**config.mk**
```make
export PLATFORM = sky130hd
export DESIGN_NAME = absolute_position_transfer_host
export DESIGN_NICKNAME = d
export VERILOG_FILES = /design/src/include/abs_xfer_pkg.sv /design/src/rtl/absolute_position_transfer_host.sv /design/src/rtl/phase_timer.sv
export VERILOG_INCLUDE_DIRS = /design/src /design/src/include
export SDC_FILE = /design/constraint.sdc
export NUM_CORES = 1
export LEC_CHECK = 0
export BUFFER_PORTS_ARGS = -buffer_cell sky130_fd_sc_hd__buf_4
export CAP_MARGIN = 20
export CORE_AREA = 2 2 178 180
export DETAILED_ROUTE_END_ITERATION = 12
export DIE_AREA = 0 0 180 182
export SYNTH_ARGS = -nofsm -noshare
export SYNTH_HDL_FRONTEND = slang
export SYNTH_SLANG_ARGS = --single-unit
```
**constraint.sdc**
```tcl
create_clock -name clk_in -period 5.7 [get_ports clk_in]
set_input_delay 0.285 -clock clk_in [delete_from_list [all_inputs] [get_ports clk_in]]
set_output_delay 0.285 -clock clk_in [all_outputs]
set_load 0.03 [all_outputs]
```
**src/include/abs_xfer_map.svh**
```systemverilog
// Constants for the absolute position transfer controller
`ifndef ABS_XFER_MAP_SVH
`define ABS_XFER_MAP_SVH
// ****************************************************************
// Timing
// ****************************************************************
`define ABS_CLK_PERIOD_NS 4
`define ABS_READ_DELAY_NS 10000000
`define ABS_READ_DELAY_CYC (`ABS_READ_DELAY_NS / `ABS_CLK_PERIOD_NS)
`define ABS_MODE_TMO_CYC 250000000
`define ABS_REQ_TMO_CYC 25000000
`define ABS_RTS_TMO_CYC 25000000
`define ABS_RETRY_WAIT_CYC 25000000
// ****************************************************************
// Frame layout
// ****************************************************************
`define ABS_DATA_STEPS 5'h10
`define ABS_TOTAL_STEPS 5'h13
`define ABS_MAX_RETRY 2'h3
`define ABS_UNIT_PULSE 2'h3
`define ABS_POS_RESET 32'h0000_0000
`endif

```
**src/include/abs_xfer_pkg.sv**
```systemverilog
// Types for the absolute position transfer controller
package abs_xfer_pkg;
  typedef enum logic [7:0] {
    ST_IDLE = 8'h01,
    ST_MODE = 8'h02,
    ST_REQ = 8'h04,
    ST_ACK = 8'h08,
    ST_DELAY = 8'h10,
    ST_CHECK = 8'h20,
    ST_RETRY = 8'h40,
    ST_DONE = 8'h80
  } xfer_state_t;

  typedef struct packed {
    logic servo_on;
    logic transfer_mode;
    logic position_request;
    logic comm_error;
    logic checksum_error;
    logic coordinate_error;
    logic position_data_ready_flag;
    logic move_start;
  } host_pins_t;

  typedef struct packed {
    xfer_state_t state;
    host_pins_t pins;
    logic [31:0] position;
    logic [5:0] sum_rx;
    logic [5:0] sum_acc;
    logic [4:0] step;
    logic [1:0] retry_counter;
    logic [1:0] two_bit_receive_buffer;
    logic [15:0] pos_lo;
    logic [15:0] pos_hi;
    logic prev_servo_cmd;
    logic prev_run;
    logic prev_power;
  } host_state_t;
endpackage

```
**src/rtl/absolute_position_transfer_host.sv**
```systemverilog
// Controller reading absolute position from a servo amplifier over I/O pins
// ****************************************************************
// Functional notes
// - Servo-on off-to-on transition starts a transfer.
// - With servo-on tied, start at amplifier power-up and run rising edge.
// - Alarm clear or emergency stop release starts a fresh transfer.
// - Check sum mismatch repeats whole transfer, up to three retries.
// - Mismatch after last retry raises check sum error, retries stop.
// - Time mode on, request on, ready off; overrun raises comm error.
// - Sign with direction setting giving negative coordinate raises error.
// - Capture two bits per step in buffer, shift into position word.
// - Hold position as 32 bits split in lower and upper halves.
// - Wait fixed delay after data ready before sampling bits.
// - Length units multiply position by travel-per-pulse constant.
// - Pulse unit uses received position without scaling.
// - Motion start is inhibited while data ready flag is low.
// ****************************************************************
`timescale 1ns/10ps
`default_nettype none
`include "abs_xfer_map.svh"
module absolute_position_transfer_host
#(
  parameter logic [31:0] READ_DELAY_CYC = `ABS_READ_DELAY_CYC,
  parameter logic [31:0] MODE_TMO_CYC = `ABS_MODE_TMO_CYC,
  parameter logic [31:0] REQ_TMO_CYC = `ABS_REQ_TMO_CYC,
  parameter logic [31:0] RTS_TMO_CYC = `ABS_RTS_TMO_CYC,
  parameter logic [31:0] RETRY_WAIT_CYC = `ABS_RETRY_WAIT_CYC
)
(
  input wire logic clk_in,
  input wire logic rst_n_in,
  input wire logic servo_on_cmd_in,
  input wire logic servo_tied_in,
  input wire logic amp_power_in,
  input wire logic run_in,
  input wire logic alarm_clear_in,
  input wire logic estop_release_in,
  input wire logic ready_to_send_in,
  input wire logic data_bit0_in,
  input wire logic data_bit1_in,
  input wire logic [1:0] unit_setting_in,
  input wire logic [6:0] scale_k_in,
  input wire logic rotation_dir_in,
  input wire logic move_start_in,
  output logic servo_on_out,
  output logic transfer_mode_out,
  output logic position_request_out,
  output logic comm_error_out,
  output logic checksum_error_out,
  output logic coordinate_error_out,
  output logic position_data_ready_out,
  output logic move_start_out,
  output logic [15:0] position_lo_out,
  output logic [15:0] position_hi_out
);
  abs_xfer_pkg::host_state_t st_r;
  abs_xfer_pkg::host_state_t st_nxt;
  logic phase_clear;
  logic phase_run;
  logic [31:0] phase_limit;
  logic phase_expired;
  logic mode_expired;
  logic trigger;
  logic [31:0] product;

  // ****************************************************************
  // Timers
  // ****************************************************************
  phase_timer u_phase_timer
  (
    .clk_in(clk_in),
    .rst_n_in(rst_n_in),
    .clear_in(phase_clear),
    .run_in(phase_run),
    .limit_in(phase_limit),
    .expired_out(phase_expired)
  );

  phase_timer u_mode_timer
  (
    .clk_in(clk_in),
    .rst_n_in(rst_n_in),
    .clear_in(trigger),
    .run_in(st_r.pins.transfer_mode),
    .limit_in(MODE_TMO_CYC),
    .expired_out(mode_expired)
  );

  assign phase_clear = (st_nxt.state != st_r.state);
  assign phase_run = (st_r.state != abs_xfer_pkg::ST_IDLE)
    && (st_r.state != abs_xfer_pkg::ST_DONE);

  always_comb
  begin
    case (st_r.state)
      abs_xfer_pkg::ST_REQ: phase_limit = REQ_TMO_CYC;
      abs_xfer_pkg::ST_ACK: phase_limit = RTS_TMO_CYC;
      abs_xfer_pkg::ST_DELAY: phase_limit = READ_DELAY_CYC;
      abs_xfer_pkg::ST_RETRY: phase_limit = RETRY_WAIT_CYC;
      default: phase_limit = MODE_TMO_CYC;
    endcase
  end

  // ****************************************************************
  // Sequence
  // ****************************************************************
  // Any start event restarts the transfer, even one already running
  assign trigger = (servo_on_cmd_in && !st_r.prev_servo_cmd)
    || (servo_tied_in && amp_power_in && !st_r.prev_power)
    || (servo_tied_in && run_in && !st_r.prev_run)
    || alarm_clear_in || estop_release_in;

  assign product = st_r.position * {25'h0, scale_k_in};

  always_comb
  begin
    st_nxt = st_r;
    st_nxt.prev_servo_cmd = servo_on_cmd_in;
    st_nxt.prev_run = run_in;
    st_nxt.prev_power = amp_power_in;
    st_nxt.pins.servo_on = servo_on_cmd_in || servo_tied_in;
    st_nxt.pins.move_start = move_start_in
      && st_r.pins.position_data_ready_flag;
    if (!st_nxt.pins.servo_on)
    begin
      st_nxt.pins.position_data_ready_flag = 1'b0;
    end
    case (st_r.state)
      abs_xfer_pkg::ST_IDLE:
      begin
        st_nxt.pins.transfer_mode = 1'b0;
        st_nxt.pins.position_request = 1'b0;
      end
      abs_xfer_pkg::ST_MODE:
      begin
        // Amplifier raises ready once it has entered transfer mode
        if (ready_to_send_in)
        begin
          st_nxt.state = abs_xfer_pkg::ST_REQ;
          st_nxt.pins.position_request = 1'b1;
        end
      end
      abs_xfer_pkg::ST_REQ:
      begin
        if (phase_expired)
        begin
          st_nxt.pins.comm_error = 1'b1;
          st_nxt.state = abs_xfer_pkg::ST_IDLE;
        end
        else if (!ready_to_send_in)
        begin
          st_nxt.state = abs_xfer_pkg::ST_ACK;
        end
      end
      abs_xfer_pkg::ST_ACK:
      begin
        if (phase_expired)
        begin
          st_nxt.pins.comm_error = 1'b1;
          st_nxt.state = abs_xfer_pkg::ST_IDLE;
        end
        else if (ready_to_send_in)
        begin
          st_nxt.state = abs_xfer_pkg::ST_DELAY;
        end
      end
      abs_xfer_pkg::ST_DELAY:
      begin
        if (phase_expired)
        begin
          st_nxt.two_bit_receive_buffer =
            {data_bit1_in, data_bit0_in};
          if (st_r.step < `ABS_DATA_STEPS)
          begin
            // Lowest bit pair arrives first
            st_nxt.position = {data_bit1_in, data_bit0_in,
              st_r.position[31:2]};
            st_nxt.sum_acc = st_r.sum_acc
              + {4'h0, data_bit1_in, data_bit0_in};
          end
          else
          begin
            st_nxt.sum_rx = {data_bit1_in, data_bit0_in,
              st_r.sum_rx[5:2]};
          end
          st_nxt.step = st_r.step + 5'h1;
          if (st_r.step == `ABS_TOTAL_STEPS - 5'h1)
          begin
            st_nxt.pins.position_request = 1'b0;
            st_nxt.state = abs_xfer_pkg::ST_CHECK;
          end
          else
          begin
            st_nxt.state = abs_xfer_pkg::ST_REQ;
          end
        end
      end
      abs_xfer_pkg::ST_CHECK:
      begin
        st_nxt.pins.transfer_mode = 1'b0;
        if (st_r.sum_rx == st_r.sum_acc)
        begin
          st_nxt.state = abs_xfer_pkg::ST_DONE;
        end
        else if (st_r.retry_counter != `ABS_MAX_RETRY)
        begin
          st_nxt.retry_counter = st_r.retry_counter + 2'h1;
          st_nxt.state = abs_xfer_pkg::ST_RETRY;
        end
        else
        begin
          st_nxt.pins.checksum_error = 1'b1;
          st_nxt.state = abs_xfer_pkg::ST_IDLE;
        end
      end
      abs_xfer_pkg::ST_RETRY:
      begin
        if (phase_expired)
        begin
          st_nxt.state = abs_xfer_pkg::ST_MODE;
          st_nxt.pins.transfer_mode = 1'b1;
          st_nxt.step = 5'h0;
          st_nxt.sum_acc = 6'h0;
          st_nxt.sum_rx = 6'h0;
        end
      end
      abs_xfer_pkg::ST_DONE:
      begin
        // Coordinate check on raw data, before any unit scaling
        if (rotation_dir_in ? (!st_r.position[31]
          && (st_r.position != 32'h0)) : st_r.position[31])
        begin
          st_nxt.pins.coordinate_error = 1'b1;
        end
        else
        begin
          if (unit_setting_in == `ABS_UNIT_PULSE)
          begin
            {st_nxt.pos_hi, st_nxt.pos_lo} = st_r.position;
          end
          else
          begin
            // Upper product bits drop; travel must fit 32 bits
            {st_nxt.pos_hi, st_nxt.pos_lo} = product[31:0];
          end
          st_nxt.pins.position_data_ready_flag = 1'b1;
        end
        st_nxt.state = abs_xfer_pkg::ST_IDLE;
      end
      default:
      begin
        st_nxt.state = abs_xfer_pkg::ST_IDLE;
      end
    endcase
    // Any overrun drops both pins at once; mode bound covers a silent amp
    if ((mode_expired && st_r.pins.transfer_mode) || (phase_expired
      && (st_r.state == abs_xfer_pkg::ST_REQ
      || st_r.state == abs_xfer_pkg::ST_ACK)))
    begin
      st_nxt.pins.comm_error = 1'b1;
      st_nxt.pins.transfer_mode = 1'b0;
      st_nxt.pins.position_request = 1'b0;
      st_nxt.state = abs_xfer_pkg::ST_IDLE;
    end
    if (st_r.state == abs_xfer_pkg::ST_RETRY)
    begin
      st_nxt.pins.transfer_mode = phase_expired;
      st_nxt.pins.position_request = 1'b0;
    end
    if (trigger)
    begin
      st_nxt.state = abs_xfer_pkg::ST_MODE;
      st_nxt.pins.transfer_mode = 1'b1;
      st_nxt.pins.position_request = 1'b0;
      st_nxt.pins.comm_error = 1'b0;
      st_nxt.pins.checksum_error = 1'b0;
      st_nxt.pins.coordinate_error = 1'b0;
      st_nxt.pins.position_data_ready_flag = 1'b0;
      st_nxt.step = 5'h0;
      st_nxt.sum_acc = 6'h0;
      st_nxt.sum_rx = 6'h0;
      st_nxt.retry_counter = 2'h0;
    end
  end

  // ****************************************************************
  // State register
  // ****************************************************************
  always_ff @(posedge clk_in)
  begin
    if (!rst_n_in)
    begin
      st_r <= '0;
      st_r.state <= abs_xfer_pkg::ST_IDLE;
      st_r.position <= `ABS_POS_RESET;
    end
    else
    begin
      st_r <= st_nxt;
    end
  end

  assign servo_on_out = st_r.pins.servo_on;
  assign transfer_mode_out = st_r.pins.transfer_mode;
  assign position_request_out = st_r.pins.position_request;
  assign comm_error_out = st_r.pins.comm_error;
  assign checksum_error_out = st_r.pins.checksum_error;
  assign coordinate_error_out = st_r.pins.coordinate_error;
  assign position_data_ready_out = st_r.pins.position_data_ready_flag;
  assign move_start_out = st_r.pins.move_start;
  assign position_lo_out = st_r.pos_lo;
  assign position_hi_out = st_r.pos_hi;
endmodule
`default_nettype wire

```
**src/rtl/phase_timer.sv**
```systemverilog
// Restartable phase timer with a limit compare
`timescale 1ns/10ps
`default_nettype none
module phase_timer
(
  input wire logic clk_in,
  input wire logic rst_n_in,
  input wire logic clear_in,
  input wire logic run_in,
  input wire logic [31:0] limit_in,
  output logic expired_out
);
  logic [31:0] count_r;
  logic expired_r;

  always_ff @(posedge clk_in)
  begin
    if (!rst_n_in || clear_in || !run_in)
    begin
      count_r <= 32'h0;
      expired_r <= 1'b0;
    end
    else
    begin
      // Saturate so a stalled phase keeps reporting expiry
      if (count_r != 32'hffff_ffff)
      begin
        count_r <= count_r + 32'h1;
      end
      expired_r <= (count_r >= limit_in);
    end
  end

  assign expired_out = expired_r;
endmodule
`default_nettype wire

```
* After elaboration in Yosys (flattened, before gate mapping)
Cells that the tools add are included.
Storage, ports and cells: flip-flop bits (word level) 168, input port bits 22, output and inout port bits 40, logic and storage cells 147
Operators by class: add/subtract/negate cells 5, $mul 1, order comparisons 3, equal/unequal tests 23, mux-type cells 39, bitwise logic cells 4, reduce and logical (&&, ||, !) cells 49
Operators by type and width (number):
- $mux W8 | 10
- $add A32 B1 Y32 const B | 2
- $ne A32 B32 Y1 const B | 2
- $pmux W28 S2 | 1
- $pmux W8 S7 | 1
- $mux W17 | 2
- $pmux W17 S2 | 1
- $ge A32 B28 Y1 | 1
- $ge A32 B28 Y1 const B | 1
- $mul A32 B7 Y32 | 1
- $mux W32 | 1
- $reduce_bool A32 Y1 | 1
- $mux W6 | 4
- $mux W1 | 13
- $reduce_and A3 Y1 | 4
- $reduce_and A4 Y1 | 3
- $logic_or A1 B1 Y1 | 11
- $logic_and A1 B1 Y1 | 10
- $ne A2 B2 Y1 const B | 5
- $eq A8 B1 Y1 const B | 1
- $eq A8 B2 Y1 const B | 1
- $eq A8 B3 Y1 const B | 1
- $eq A8 B4 Y1 const B | 1
- $eq A8 B5 Y1 const B | 1
- 28 further kinds | 45

* Logic depth before layout (Yosys ltp)
depth after elaboration 10, gate-level depth with buffers 20, mapped depth without buffers 18

* By module
From an unflattened synthesis, not the netlist that was laid out.
Unflattened totals: cells, all modules 1987, area, all modules 15999.1 um2
Modules (own cells, without submodules):
- absolute_position_transfer_host | instances 1, cells each 1358, area each 10999.3 um2
- phase_timer at u_mode_timer | instances 1, cells each 317, area each 2522.4 um2
- phase_timer at u_phase_timer | instances 1, cells each 312, area each 2477.4 um2

* Worst setup path after synthesis
No wires, ideal clock.
path type input to register, start input port scale_k_in[3], end register st_r (netlist bit position_hi_out[13]), setup time 0.074 ns, arrival 5.080 ns, path slack 0.546 ns, stages on the path 16, buffers on the path 2, cell sequence clkbuf_1 > clkbuf_1 > and2_1 > fa_1 > fa_1 > fa_1 > fa_1 > ha_1 > a2111oi_4 > o21ai_2 > a41oi_4 > o21ai_2 > a21o_1 > a221o_1 > or4b_1 > a31oi_1
Between the ends: cells in the longest elaborated chain, start to end 2
RTL lines:
- from (decl) | line absolute_position_transfer_host.sv:42 | input wire logic [6:0] scale_k_in,
- $mul A32 B7 Y32 | line absolute_position_transfer_host.sv:113 | assign product = st_r.position * {25'h0, scale_k_in};
- $mux W32 | line absolute_position_transfer_host.sv:237 | if (unit_setting_in == `ABS_UNIT_PULSE)
- to (signal assigned) | line absolute_position_transfer_host.sv:299 | st_r <= st_nxt;
- to (decl) | line absolute_position_transfer_host.sv:56 | abs_xfer_pkg::host_state_t st_r;
Every way passes these cells. A chain may end at the register's enable or synchronous reset.

* Final worst setup path
start register st_r[59] in the netlist's numbering, end register st_r (netlist bit position_hi_out[13])
Between the ends: cells in the longest elaborated chain, start to end 5, elaborated cells between the ends (all ways) 7
RTL lines:
- branches (longest 5 deep; another with $mul A32 B7 Y32)
Parallel ways; which one is timed is not known.

==> results.txt <==
- Relative to the synthesized area, the layout overhead comes to 8.37%.
* Antenna violations before repair: 0
- Flops & latches, synth: 168
- Final weighted congestion in routability-driven placement: 0.849
* Filler cells: 2987
- Effective utilization at floorplan: 0.460
* Largest net degree at the start of global routing: 55
* DRT Pass-1 Iters: 5
* Hold Path Cell Cnt: 2
* Startpoint type of the worst setup path: register
* Global-route usage over all layers: 0.220
- Clk network pwr share: 0.484
- Most heavily used metal layer in global routing: met2
* Unrepaired setup endpoints after global routing: false
- TritonCTS created 17 clock buffers.
- Simple-Gate Fraction of Synth Area: 0.237
- OpenSTA, run right after detailed placement, puts the worst setup slack at 0.309 ns.
* GR Layer Usage met1: 0.301
* Instance count of the mapped netlist: 1694
- Die boundary height: 182 um
- Leaving out filler cells and counting taps, the final layout contains 2090.
- Relative slew slack: 0.306
* Nets: 1897
- Share of cells above drive strength 1: 0.0782
- Post-CTS Hold Fix Bufs: 0
- In this run the power density over the cells is 161 nW/um2.
- Average cell area after synthesis: 8.41 um2
- Setup total negative slack on the finished layout was measured at 0 ns.
* Slew at the pin closest to its max-slew limit: 1.04 ns
- After detailed routing, the average wire length per cell comes to 16.8 um.
* Cells along the critical path: and2_1 -> fa_1 -> fa_1 -> fa_1 -> fa_1 -> ha_1 -> a2111oi_4 -> o21ai_2 -> a41oi_4 -> o21ai_2 -> a21o_1 -> a221o_1 -> or4b_1 -> a31oi_1
- For this run, design rule violations remaining after detail routing come to 0.
* H-tree depth reported by CTS: 4
* Final number of setup-violating endpoints: 0
- Share of cell area taken by muxes after synthesis: 0.0267
- The most used flip-flop cell after synthesis is sky130_fd_sc_hd__dfxtp_1.
* Ys Warns: 0
* Fraction of the mapped netlist area in compound gates: 0.113
- Global routing finished with a remaining overflow of 0.
* Number of enable-type register cells in the synthesized netlist: 0
- Share of synthesized cell area in full adder, half adder and majority cells: 0.246
* Via count of the routed design: 11.4k
- In the global route stage, met2 resource usage came out at 0.360.
- For this run, global-route usage on met3 was measured as 0.0395.
- The critical path crosses 14 cells after its start point.
- When the netlist entered floorplanning its net count stood at 1916.
- For this design, the slowest cell found on the critical path is sky130_fd_sc_hd__dfxtp_1.
- Library cells used by synthesis: 76
* HPWL reported at the end of detailed placement: 25700 um
* Period utilisation layout: 0.948
- The count of nets left with antenna violations once routing finished came out at 0.
* Sequential cell area: 3360 um2
- 0 antenna diodes ended up in the layout.
* Number of setup buffers added after CTS: 0
- In this design, the stage delay of the slowest critical-path cell is 0.56 ns.
- VDD sags by at most 0.198 mV.
- Gates resized, CTS repair: 0
* CTS root buf: sky130_fd_sc_hd__clkbuf_16
- After clock tree synthesis, the clock-pin slew on the worst setup and hold paths is 0.08 ns.
- Die X-Extent: 180 um
- In this run the cell area measured after placement is 14800 um2.
- Type of the worst setup path: reg2reg
* Top cell by count, worst path: sky130_fd_sc_hd__fa_1
- Async S/R FF share, synth: 0
- The share of total power dissipated in combinational logic is 0.039.
- Derived from the worst setup path, the maximum achievable clock frequency is 185 MHz.
* Number of global-route vias before repair: 11.2k
- Total non-filler cell area in the finished layout: 15400 um2
* Dominant combinational cell family by area after synthesis: adder cells
* Path depth of the worst reg2reg path: 14
- Status: complete, no violations
* Largest fanout on the critical path: 11
* Count of endpoints failing hold in the final timing report: 0
- Summed over all nets, the switching power comes to 0.649 mW.
* CORE AREA: 31000 um2
- Summed over all cells, the static leakage comes to 6.85 nW.
- Sequential fraction of design power: 0.477
- Final Core Density: 0.498
- Crit path time final: 5.40 ns
- TritonCTS clock tree: done
- Switching portion of total power: 0.262
- The tightest min-delay check is of the in2reg type.
* Final WL: 35000 um
* Maximum clock path buffer count: 2
* Port Buffer Count: 61
- Bufs and invs on worst path: 0
* Row cnt: 65
- Cell internal power dissipation: 1.83 mW
* I/O pin count: 62
- Among cell families on the critical path, the largest total delay comes from adder cells.
- Max Cap Viol: 0
- Xor/xnor cell area share of the yosys netlist: 0.0633
- The final number of max-transition violations is 0.
- The multi-input combinational cells in the finished layout cover a total of 9780 um2.
- Die Footprint: 32800 um2
* Seq/Total Area, Yosys: 0.236
- In the post-route analysis, the smallest setup slack over all paths is 0.298 ns.
- Largest clock skew in the final design: 0.0147 ns
- The first global-routing pass estimated 58300 um of wire.
- In this run, the number of DRC markers left after iteration 0 of detailed routing was 708.
* Signal arrival time at the worst endpoint: 5.79 ns
* Required @ worst endpoint: 6.09 ns
* Netlist area before placement: 14200 um2
- STA classifies the critical path endpoint as a register.
- Detailed-route vias per instance: 5.44
* Insertion delay to the later sink of the worst-skew pair: 0.46 ns
- After detailed placement, the design holds a cell count of 2058.
- Clock tree synthesis found a total of 168 sinks.
## metal layers
layer | wire length (um) | vias up | share of wire
met5 | 0 | - | 0
met4 | 370 | 0 | 0.011
met3 | 1710 | 29 | 0.049
met2 | 16200 | 251 | 0.46
met1 | 16700 | 5562 | 0.48
li1 | - | 5536 | -
## power groups by stage
stage	Sequential [mW]	Clock, mW	Combinational (mW)
6_report	1.18	1.20	0.0973
5_1_grt	1.18	1.28	0.106
4_1_cts	1.18	1.24	0.0971
3_5_place_dp	1.21	0	0.0969
3_3_place_gp	1.21	0	0.0942
2_1_floorplan	1.21	0	0.0535
## cell type report
cell class                 instances  area share
timing repair buffer              83      0.0422
clock inverter                    15      0.0118
sequential                       168       0.218
multi-input combinational       1263       0.633
tap                              402      0.0326
inverter                         142      0.0345
clock buffer                      17      0.0276
## worst paths after layout
path	startpoint	end	slack [ns]
setup reg to reg	st_r[59]	position_hi_out[13]	0.30
setup / recovery	st_r[59]	position_hi_out[13]	0.30
hold reg to reg	position_lo_out[0]	position_lo_out[0]	0.47
hold / removal	servo_on_cmd_in	st_r[2]	0.06
## flip-flops by register name (all words and copies together), names as in the netlist
name,cells
position_request_out,1
position_data_ready_out,1
comm_error_out,1
st_r,62
position_lo_out,16
u_mode_timer.count_r,32
move_start_out,1
u_mode_timer.expired_out,1
u_phase_timer.expired_out,1
servo_on_out,1
transfer_mode_out,1
coordinate_error_out,1
u_phase_timer.count_r,32
checksum_error_out,1
position_hi_out,16
## synthesized netlist by cell type, types with 8 or more instances
| cell type | n | area, um2 |
|---|---|---|
| sky130_fd_sc_hd__nand3_1 | 48 | 240 |
| sky130_fd_sc_hd__o21ai_0 | 57 | 285 |
| sky130_fd_sc_hd__a21oi_1 | 65 | 325 |
| sky130_fd_sc_hd__and2_1 | 152 | 951 |
| sky130_fd_sc_hd__ha_1 | 67 | 838 |
| sky130_fd_sc_hd__a211oi_1 | 18 | 135 |
| sky130_fd_sc_hd__nor2b_1 | 12 | 75.1 |
| sky130_fd_sc_hd__and3_1 | 15 | 93.8 |
| sky130_fd_sc_hd__a311oi_1 | 8 | 70.1 |
| sky130_fd_sc_hd__o21bai_1 | 8 | 60.1 |
| sky130_fd_sc_hd__fa_1 | 133 | 2660 |
| sky130_fd_sc_hd__clkbuf_1 | 83 | 312 |
| sky130_fd_sc_hd__a31oi_1 | 14 | 87.6 |
| sky130_fd_sc_hd__dfxtp_1 | 168 | 3360 |
| sky130_fd_sc_hd__and4_1 | 9 | 78.8 |
| sky130_fd_sc_hd__mux2i_1 | 38 | 380 |
| sky130_fd_sc_hd__buf_4 | 32 | 240 |
| sky130_fd_sc_hd__nor4_1 | 9 | 56.3 |
| sky130_fd_sc_hd__nor3_1 | 17 | 85.1 |
| sky130_fd_sc_hd__nand2_1 | 167 | 627 |
| sky130_fd_sc_hd__a21o_1 | 10 | 75.1 |
| sky130_fd_sc_hd__inv_1 | 140 | 526 |
| sky130_fd_sc_hd__nand4_1 | 27 | 169 |
| sky130_fd_sc_hd__nor2_1 | 186 | 698 |
| sky130_fd_sc_hd__xor2_1 | 64 | 561 |
| sky130_fd_sc_hd__xnor2_1 | 39 | 342 |
## cell families after synthesis
logic type                 Yosys count
DFF                                168
and+or+nand+nor                    679
adders and majority gates          200
buffers and inverters              263
xor gates and xnor gates           103
AOI/OAI and AO/OA                  243
muxes                               38
## stage by stage
step | power [mW] | hold slack [ns]
floorplan | 1.26 | 0.401
global placement | 1.30 | 0.451
detailed placement | 1.31 | 0.456
CTS | 2.52 | 0.0374
global route | 2.57 | 0.0569
finish | 2.48 | 0.0570
## cell usage in the layout (no fill, tap or decap), types with 10 or more instances in the layout
master and instances:
sky130_fd_sc_hd__xor2_1 64, sky130_fd_sc_hd__inv_1 140, sky130_fd_sc_hd__buf_4 81, sky130_fd_sc_hd__xnor2_1 39, sky130_fd_sc_hd__fa_1 133, sky130_fd_sc_hd__o21ai_0 57, sky130_fd_sc_hd__nor3_1 17, sky130_fd_sc_hd__dfxtp_1 168
sky130_fd_sc_hd__a211oi_1 18, sky130_fd_sc_hd__clkbuf_16 17, sky130_fd_sc_hd__ha_1 67, sky130_fd_sc_hd__nand4_1 27, sky130_fd_sc_hd__and3_1 15, sky130_fd_sc_hd__a21oi_1 65, sky130_fd_sc_hd__and2_1 152, sky130_fd_sc_hd__nand2_1 166
sky130_fd_sc_hd__mux2i_1 38, sky130_fd_sc_hd__nand3_1 48, sky130_fd_sc_hd__a31oi_1 14, sky130_fd_sc_hd__nor2b_1 12, sky130_fd_sc_hd__nor2_1 186, sky130_fd_sc_hd__a21o_1 10
(Power assumes the default switching activity.)
